**config.mk**
```make
export PLATFORM = sky130hd
export DESIGN_NAME = fwd_top
export DESIGN_NICKNAME = d
export VERILOG_FILES = /design/src/shared/fwd_pkg.sv /design/src/fwd_prescale.sv /design/src/fwd_top.sv
export VERILOG_INCLUDE_DIRS = /design/src /design/src/shared
export SDC_FILE = /design/constraint.sdc
export NUM_CORES = 1
export LEC_CHECK = 0
export BUFFER_PORTS_ARGS = -buffer_cell sky130_fd_sc_hd__clkbuf_2
export CAP_MARGIN = 20
export CELL_PAD_IN_SITES_DETAIL_PLACEMENT = 0
export CELL_PAD_IN_SITES_GLOBAL_PLACEMENT = 1
export CORE_UTILIZATION = 40
export DETAILED_ROUTE_END_ITERATION = 12
export PLACE_DENSITY_LB_ADDON = 0.1
export SLEW_MARGIN = 25
export SYNTH_ARGS = -nofsm -noshare
export SYNTH_HDL_FRONTEND = slang
export SYNTH_HIERARCHICAL = 1
export SYNTH_SLANG_ARGS = --single-unit
```
**constraint.sdc**
```tcl
create_clock -name sys_clk_in -period 3.7 [get_ports sys_clk_in]
set_clock_uncertainty 0.05 [all_clocks]
set_input_delay 0.37 -clock sys_clk_in [delete_from_list [all_inputs] [get_ports sys_clk_in]]
set_output_delay 0.37 -clock sys_clk_in [all_outputs]
set_load 0.02 [all_outputs]
```
**src/shared/fwd_map.svh**
```systemverilog
// Constants for the feed watchdog timer: keys, reset values and counts.
`ifndef FWD_MAP_SVH
`define FWD_MAP_SVH

// Width of the timeout counter and of its reload value.
`define FWD_CNT_W        32
// Peripheral-clock cycles per prescaled tick.
`define FWD_PRESCALE     4
// Width of the prescaler counter.
`define FWD_PRE_W        2
// Last prescaler count before a tick is issued.
`define FWD_PRE_LAST     2'h3
// Smallest reload value; a period is reload plus one ticks, so 256 ticks.
`define FWD_MIN_RELOAD   32'h000000FF
// Reload value after reset.
`define FWD_RELOAD_RST   32'h000000FF
// Width of a feed write.
`define FWD_FEED_W       8
// First and second key of a valid feed sequence.
`define FWD_FEED_KEY1    8'hAA
`define FWD_FEED_KEY2    8'h55

`endif

```
**src/shared/fwd_pkg.sv**
```systemverilog
// Types shared by the feed watchdog timer modules.
`default_nettype none
`include "fwd_map.svh"

package fwd_pkg;

    // Progress through the two-write feed sequence.
    typedef enum logic [0:0] {
        FWD_FEED_IDLE = 1'b0,
        FWD_FEED_KEY1 = 1'b1
    } fwd_feed_st_t;

    // Control strobes and settings written by software.
    typedef struct packed {
        logic                     enable_set;
        logic                     reset_mode;
        logic                     reload_we;
        logic [`FWD_CNT_W-1:0]    reload_value;
        logic                     feed_we;
        logic [`FWD_FEED_W-1:0]   feed_data;
        logic                     other_we;
        logic                     timeout_clr;
        logic                     rst_flag_clr;
        logic                     debug_halt;
    } fwd_ctrl_t;

    // State that software can read back.
    typedef struct packed {
        logic                     enabled;
        logic                     timeout_flag;
        logic                     wd_reset_flag;
        logic                     feed_pending;
        logic [`FWD_CNT_W-1:0]    count;
    } fwd_stat_t;

endpackage : fwd_pkg

`default_nettype wire

```
**src/fwd_prescale.sv**
```systemverilog
// Fixed divide-by-four prescaler that issues one-cycle tick enables.
`timescale 1ns/1ps
`default_nettype none
`include "fwd_map.svh"

module fwd_prescale (
    // Clock and reset.
    input  wire logic sys_clk_in,
    input  wire logic rst_n_in,
    // Control.
    input  wire logic clear_in,
    input  wire logic halt_in,
    // Tick enable.
    output logic      tick_out
);

    logic [`FWD_PRE_W-1:0] pre_reg;

    // Count peripheral clocks; a clear restarts a full prescaled period.
    always_ff @(posedge sys_clk_in) begin
        if (!rst_n_in || clear_in) begin
            pre_reg <= '0;
        end else if (!halt_in) begin
            pre_reg <= pre_reg + `FWD_PRE_W'(1);
        end
    end

    // The tick is registered so the counter sees a clean one-cycle pulse.
    always_ff @(posedge sys_clk_in) begin
        if (!rst_n_in || clear_in) begin
            tick_out <= 1'b0;
        end else begin
            tick_out <= !halt_in && (pre_reg == `FWD_PRE_LAST);
        end
    end

endmodule : fwd_prescale

`default_nettype wire

```
**src/fwd_top.sv**
```systemverilog
// Feed watchdog timer: prescaled 32-bit countdown with keyed feed sequence.
//
// How it works
// RULE_01 - While enabled, an unfed expired interval raises a system reset in reset mode, or an interrupt otherwise.
// RULE_02 - Software may set the enable; only a reset or a firing clears it.
// RULE_03 - While enabled, a wrong or unfinished feed fires like a timeout.
// RULE_04 - A readable flag records that the watchdog caused a reset.
// RULE_05 - A 32-bit reload is counted down only on prescaler ticks.
// RULE_06 - The period is 256 to 2**32 ticks of four clock periods each.
// RULE_07 - Software feeds by writing two fixed keys in turn to the feed port.
`timescale 1ns/1ps
`default_nettype none
`include "fwd_map.svh"

module fwd_top (
    // Clock and reset.
    input  wire logic              sys_clk_in,
    input  wire logic              rst_n_in,
    // Software control.
    input  wire fwd_pkg::fwd_ctrl_t ctrl_in,
    // Status and actions.
    output var  fwd_pkg::fwd_stat_t status_out,
    output logic                   sys_reset_req_out,
    output logic                   irq_out
);

    // Clamp a reload so the period never drops below 256 ticks.
    function automatic logic [`FWD_CNT_W-1:0] fwd_clamp(
        input logic [`FWD_CNT_W-1:0] value
    );
        if (value < `FWD_MIN_RELOAD) begin
            fwd_clamp = `FWD_MIN_RELOAD;
        end else begin
            fwd_clamp = value;
        end
    endfunction : fwd_clamp

    logic [`FWD_CNT_W-1:0] reload_reg;
    logic [`FWD_CNT_W-1:0] count_reg;
    logic                  enabled_reg;
    logic                  timeout_flag_reg;
    logic                  wd_reset_flag_reg;
    logic                  irq_reg;
    logic                  reset_req_reg;
    fwd_pkg::fwd_feed_st_t feed_st_reg;
    fwd_pkg::fwd_feed_st_t feed_st_next;

    logic tick;
    logic feed_ok;
    logic feed_bad;
    logic expire;
    logic fire;
    logic enable_rise;
    logic restart;

    // Feed sequence decode: the first key arms, the second must follow.
    always_comb begin
        feed_ok      = 1'b0;
        feed_bad     = 1'b0;
        feed_st_next = feed_st_reg;
        case (feed_st_reg)
            fwd_pkg::FWD_FEED_IDLE: begin
                if (ctrl_in.feed_we) begin
                    if (ctrl_in.feed_data == `FWD_FEED_KEY1) begin
                        feed_st_next = fwd_pkg::FWD_FEED_KEY1; // [RULE_07]
                    end else begin
                        feed_bad = 1'b1; // [RULE_03]
                    end
                end
            end
            fwd_pkg::FWD_FEED_KEY1: begin
                // Any other access between the keys leaves the feed unfinished.
                if (ctrl_in.other_we) begin
                    feed_bad     = 1'b1; // [RULE_03]
                    feed_st_next = fwd_pkg::FWD_FEED_IDLE;
                end else if (ctrl_in.feed_we) begin
                    feed_st_next = fwd_pkg::FWD_FEED_IDLE;
                    if (ctrl_in.feed_data == `FWD_FEED_KEY2) begin
                        feed_ok = 1'b1; // [RULE_07]
                    end else begin
                        feed_bad = 1'b1; // [RULE_03]
                    end
                end
            end
            default: begin
                feed_st_next = fwd_pkg::FWD_FEED_IDLE;
            end
        endcase
    end

    // Expiry and failure events; nothing fires while disabled.
    assign expire      = enabled_reg && tick && (count_reg == '0); // [RULE_01]
    assign fire        = enabled_reg && (expire || feed_bad); // [RULE_03]
    assign enable_rise = ctrl_in.enable_set && !enabled_reg;
    assign restart     = fire || feed_ok || enable_rise;

    // The prescaler stalls while disabled or halted for debug.
    fwd_prescale u_prescale (
        .sys_clk_in (sys_clk_in),
        .rst_n_in   (rst_n_in),
        .clear_in   (restart),
        .halt_in    (!enabled_reg || ctrl_in.debug_halt),
        .tick_out   (tick)
    );

    // Feed sequence state.
    always_ff @(posedge sys_clk_in) begin
        if (!rst_n_in) begin
            feed_st_reg <= fwd_pkg::FWD_FEED_IDLE;
        end else begin
            feed_st_reg <= feed_st_next;
        end
    end

    // Reload value; a new one only takes effect on the next restart.
    always_ff @(posedge sys_clk_in) begin
        if (!rst_n_in) begin
            reload_reg <= `FWD_RELOAD_RST;
        end else if (ctrl_in.reload_we) begin
            reload_reg <= ctrl_in.reload_value; // [RULE_05]
        end
    end

    // Countdown: reload on restart, otherwise step once per tick.
    always_ff @(posedge sys_clk_in) begin
        if (!rst_n_in) begin
            count_reg <= `FWD_RELOAD_RST;
        end else if (restart) begin
            count_reg <= fwd_clamp(reload_reg); // [RULE_06]
        end else if (enabled_reg && tick) begin
            count_reg <= count_reg - `FWD_CNT_W'(1); // [RULE_05]
        end
    end

    // Enable is set-only from software; only a firing or a reset turns it back off.
    always_ff @(posedge sys_clk_in) begin
        if (!rst_n_in) begin
            enabled_reg <= 1'b0;
        end else if (fire) begin
            enabled_reg <= 1'b0; // [RULE_02]
        end else if (ctrl_in.enable_set) begin
            enabled_reg <= 1'b1; // [RULE_02]
        end
    end

    // Timeout flag records every firing; a new firing beats a clear.
    always_ff @(posedge sys_clk_in) begin
        if (!rst_n_in) begin
            timeout_flag_reg <= 1'b0;
        end else if (fire) begin
            timeout_flag_reg <= 1'b1;
        end else if (ctrl_in.timeout_clr) begin
            timeout_flag_reg <= 1'b0;
        end
    end

    // Interrupt level in interrupt mode, cleared with the timeout flag.
    always_ff @(posedge sys_clk_in) begin
        if (!rst_n_in) begin
            irq_reg <= 1'b0;
        end else if (fire && !ctrl_in.reset_mode) begin
            irq_reg <= 1'b1; // [RULE_03]
        end else if (ctrl_in.timeout_clr) begin
            irq_reg <= 1'b0;
        end
    end

    // One-cycle reset request; rst_n_in resets this block,
    // and it resets the cause flag below in the same way.
    always_ff @(posedge sys_clk_in) begin
        if (!rst_n_in) begin
            reset_req_reg <= 1'b0;
        end else begin
            reset_req_reg <= fire && ctrl_in.reset_mode; // [RULE_01]
        end
    end

    // Reset cause flag; set wins over a software clear in the same cycle.
    always_ff @(posedge sys_clk_in) begin
        if (!rst_n_in) begin
            wd_reset_flag_reg <= 1'b0;
        end else if (fire && ctrl_in.reset_mode) begin
            wd_reset_flag_reg <= 1'b1; // [RULE_04]
        end else if (ctrl_in.rst_flag_clr) begin
            wd_reset_flag_reg <= 1'b0;
        end
    end

    // Outputs come straight from registers.
    assign sys_reset_req_out        = reset_req_reg;
    assign irq_out                  = irq_reg;
    assign status_out.enabled       = enabled_reg;
    assign status_out.timeout_flag  = timeout_flag_reg;
    assign status_out.wd_reset_flag = wd_reset_flag_reg; // [RULE_04]
    assign status_out.feed_pending  = (feed_st_reg == fwd_pkg::FWD_FEED_KEY1);
    assign status_out.count         = count_reg;

endmodule : fwd_top

`default_nettype wire

```
# After elaboration in Yosys (flattened, before gate mapping)
# Index checks and enable logic that the tools add are counted.
dict set report op_classes {
  n_mux 23
  eq_ne 3
  n_reduce_logical 22
  n_addsub 2
  bitwise_logic 2
  order_cmp 1
}
# cell count
set ops {}
lappend ops {{32-bit two-way mux} 3}
lappend ops {{32-bit zero test} 1}
lappend ops {{32-bit by 8-bit less-than comparator with 1-bit output (second input constant)} 1}
lappend ops {{32-bit by 1-bit subtractor with 32-bit output (second input constant)} 1}
lappend ops {{1-bit two-way mux} 18}
lappend ops {{8-bit by 7-bit equality test with 1-bit output (second input constant)} 1}
lappend ops {{8-bit equality test (second input constant)} 1}
lappend ops {{2-bit nonzero test} 4}
lappend ops {{1-bit logical AND} 7}
lappend ops {{1-bit logical OR} 5}
lappend ops {{1-bit zero test} 4}
lappend ops {{1-bit one-hot mux with 2 select lines} 2}
lappend ops {{2-bit by 1-bit adder with 2-bit output (second input constant)} 1}
lappend ops {{2-bit equality test (second input constant)} 1}
lappend ops {{1-bit inverter} 2}
lappend ops {{2-bit OR reduction} 1}
dict set report totals {
  out_inout_bits 38
  register_bits 73
}

# Logic depth before layout (Yosys ltp)
dict set report logic_depth {
  ltp_word 10
  mapped_depth 11
}

# Modules after synthesis
# Netlist, hierarchy kept.
# mod instances cells_per_inst area_each_um2 seq_area_each_um2
set modules_own_cells {}
lappend modules_own_cells {fwd_top 1 370 3459.6 1401.3}
lappend modules_own_cells {fwd_prescale 1 10 120.1 60.1}

# Least setup slack after synthesis
# No wires, ideal clock.
dict set report synth_timing {
  kind {reg-to-reg}
  from {register count_reg[24]}
  to {register u_prescale.tick_out}
  n_path_buf 2
  arrival_time_ps 2533
  required_ps 3531
  setup_slack_ps 998
  path_stages_with_launch 10
  cell_sequence {dfxtp_1 -> or4_1 -> or4_1 -> or4_1 -> buf_2 -> and3_1 -> buf_6 -> inv_2 -> nand2b_4 -> nor3b_1}
}
dict set report synth_via {
  elab_chain_len 7
}
# element line
set synth_lines {}
lappend synth_lines {{from (decl)} fwd_top.sv:39} ;# logic [`FWD_CNT_W-1:0] count_reg;
lappend synth_lines {{from (signal assigned)} fwd_top.sv:127} ;# count_reg <= `FWD_RELOAD_RST;
lappend synth_lines {{from (signal assigned)} fwd_top.sv:129} ;# count_reg <= fwd_clamp(reload_reg);
lappend synth_lines {{from (signal assigned)} fwd_top.sv:131} ;# count_reg <= count_reg - `FWD_CNT_W'(1);
lappend synth_lines {{32-bit zero test} fwd_top.sv:92} ;# assign expire = enabled_reg && tick && (count_reg == '0);
lappend synth_lines {{1-bit logical AND} fwd_top.sv:92}
lappend synth_lines {{1-bit logical OR} fwd_top.sv:93} ;# assign fire = enabled_reg && (expire || feed_bad);
lappend synth_lines {{1-bit logical AND} fwd_top.sv:93}
lappend synth_lines {{1-bit logical OR (2 in a row)} fwd_top.sv:95} ;# assign restart = fire || feed_ok || enable_rise;
lappend synth_lines {{named net restart} fwd_top.sv:54} ;# logic restart;
lappend synth_lines {{1-bit logical OR} fwd_prescale.sv:30} ;# if (!rst_n_in || clear_in) begin
lappend synth_lines {{to (signal assigned)} fwd_prescale.sv:33} ;# tick_out <= !halt_in && (pre_reg == `FWD_PRE_LAST);
lappend synth_lines {{to (decl)} fwd_prescale.sv:14} ;# output logic tick_out
# The timed path passes the listed nets, and every way through them passes these cells.
# A chain may end at the register's enable or synchronous reset.

# Final worst setup path
# Same ends and word-level chain as after synthesis.

==> run summary <==
Outcome - finished clean
Crit path DAT - 3.12 ns
1st-pass router iterations - 4
Yosys cell types - 45
IO buf count - 87
Gate power share - 0.173
Die area - 0.00933 mm2
Part of the power in the clock network - 0.346
Clk_lat worst skew - 0.35 ns
DR vias - 3,061
Psw - 559 uW
CP peak stage delay - 0.57 ns
Fin. Hold Viols - 0
Share of flip-flops with an asynchronous set or reset - 0
Routed WL - 9130 um
IO Pins - 88
Starting Density - 0.412
Synth Cell Area - 0.00358 mm2
Most used cell along the critical path - or4_1
Final core utilization - 0.493
Antenna violations before repair - 0
CTS Hold Bufs - 0
PwrDens - 432 mW/mm2
Worst hold path type - primary input to flip-flop
Max IR drop VDD - 0.191 mV
Total CTS buffers - 9
Placer Congestion - 0.827
Final setup fails - 0
Total core area - 0.00868 mm2
CTS tree - yes
Vias in the first global route - 2,972
Synth area leader - dfxtp_1
Max FO, Critical Path - 8
Tcrit/Tclk final - 0.794
Sequential group share of total power - 0.481
Layout cells sized above 1 - 0.302
Postcts setup bufs - 0
Number of inserted diodes - 0
Number of routed nets with antenna violations - 0
RSZ-0062 raised after global routing - no
Total of max-cap violations - 0
CTS max path bufs - 2
Crit path cell chain - or4_1 -> or4_1 -> or4_1 -> and3_1 -> inv_2 -> nand2b_4 -> nor3b_1
Post-synth top cells - dfxtp_1, nor2_1, mux2i_1
Int Pwr - 1.29 mW
Sequential element share of the synthesized area - 0.408
Die Span X - 96.6 um
Syn_area_per_cell - 9.42 um2
Crit path required time - 3.89 ns
Cell Rows - 34
Gr usage total - 0.201
Ys Warns - 6
Leak pwr - 1.78 nW
Tmin final - 2.94 ns
Yosys top cell area share - 0.408
Largest net degree at the start of global routing - 45
Yosys reg bits - 73
Nets - 510
Gr ovfl total - 0
Crit end category - flip-flop
EDFF count, synth - 0
Post-cts resize count - 0
Die Y - 96.6 um
Cell with the most instances after synthesis - dfxtp_1
Setup crit start kind - flip-flop
Syn Nets - 432
Routed vias/inst - 5.36
Post-DP HPWL - 6570 um
Synth Flop Type - dfxtp_1
H-tree depth - 3
Clk root buf - clkbuf_8
Tightest Pin Transition - 0.995 ns
Fin Setup TNS - 0 ns
Sw Ratio - 0.302
CTS clk-pin slew, worst paths - 0.09 ns
Wire length per cell - 16.0 um
First-pass GRT wire length - 15,200 um
Post-Synthesis Cells - 380
P&R area growth vs syn - 19.5%
Slew Viols, Final - 0
Crit path kind - flip-flop to flip-flop
DRT iter0 DRCs - 91
Worst path slowest cell - or4_1
DRC - 0
Area contributors post-synth - dfxtp_1, mux2i_1, a211oi_2
Clock sink total - 73
Max-Slew Margin vs Limit - 0.337
Fmax - 341 MHz
cell families (layout without fill, tap and decap cells):
| group | Yosys count | in the layout | synth area share |
|---|---|---|---|
| DFF | 73 | 73 | 0.408 |
| xor gates and xnor gates | 30 | 30 | 0.0734 |
| muxes | 42 | 42 | 0.117 |
| and+or+nand+nor | 137 | 137 | 0.197 |
| adders and majority gates | 2 | 2 | 0.00699 |
| AOI/OAI and AO/OA | 62 | 62 | 0.150 |
| buffers and inverters | 34 | 117 | 0.0465 |
layout make-up:
cell class | instances | area, um2
Multi-Input combinational cell | 273 | 1960
Fill cell | 887 | 4400
Clock buffer | 9 | 124
Tap cell | 108 | 135
Timing Repair Buffer | 96 | 503
Sequential cell | 73 | 1460
Inverter | 5 | 18.8
Clock inverter | 7 | 80.1
power groups by stage:
stage | sequential, mW | combinational (mW) | clock (mW)
after floorplan | 0.925 | 0.195 | 0
after global placement | 0.906 | 0.319 | 0
after detailed placement | 0.907 | 0.322 | 0
after CTS | 0.889 | 0.323 | 0.651
after global routing | 0.898 | 0.352 | 0.682
final | 0.889 | 0.321 | 0.640
stage by stage:
step	power, mW	worst slack [ns]	std cells	hold slack [ns]	area (um2)
final	1.85	0.763	571	0.180	4280
after CTS	1.86	0.747	571	0.176	4280
after floorplan	1.12	0.998	380	0.401	3580
after global placement	1.22	0.803	555	0.436	4080
after global routing	1.93	0.570	571	0.188	4280
after detailed placement	1.23	0.776	555	0.442	4080
metal layers:
layer / global-route usage / wire, um
met1: 0.291 / 4670
met2: 0.290 / 3930
met3: 0.0368 / 338
met4: 0.0873 / 186
met5: 0 / 0
worst max-delay path: cells and delay by family (launching register included):
family | cells | cell delay [ns]
DFF | 1 | 0.37
buffers and inverters | 1 | 0.23
and+or+nand+nor | 6 | 2.18
worst paths after layout:
| path | start | end | slack, ns | cells past startpoint |
|---|---|---|---|---|
| min reg2reg | feed_st_reg$_SDFF_PN0_ | feed_st_reg$_SDFF_PN0_ | 0.45 | 2 |
| max | count_reg[24]$_SDFFE_PN0P_ | u_prescale/tick_out$_SDFF_PP0_ | 0.76 | 7 |
| max reg2reg | count_reg[24]$_SDFFE_PN0P_ | u_prescale/tick_out$_SDFF_PP0_ | 0.76 | 7 |
| min | ctrl_in[16] | reload_reg[3]$_SDFFE_PN1P_ | 0.18 | 3 |
placed cells by master, fill, tap and decap left out, types with 4 or more instances in the layout:
cell,synthesis,routed
nor4_1,20,20
buf_4,4,9
a211oi_1,4,4
or4_1,4,4
a31oi_1,23,23
a211oi_2,20,20
clkbuf_8,0,9
xnor2_1,25,25
or3_1,4,4
nand4_1,5,5
mux2i_1,42,42
xor2_1,5,5
clkbuf_2,0,86
nand2_1,16,16
nor2_1,53,53
nor3_1,9,9
dfxtp_1,73,73
(Power assumes the default switching activity.)
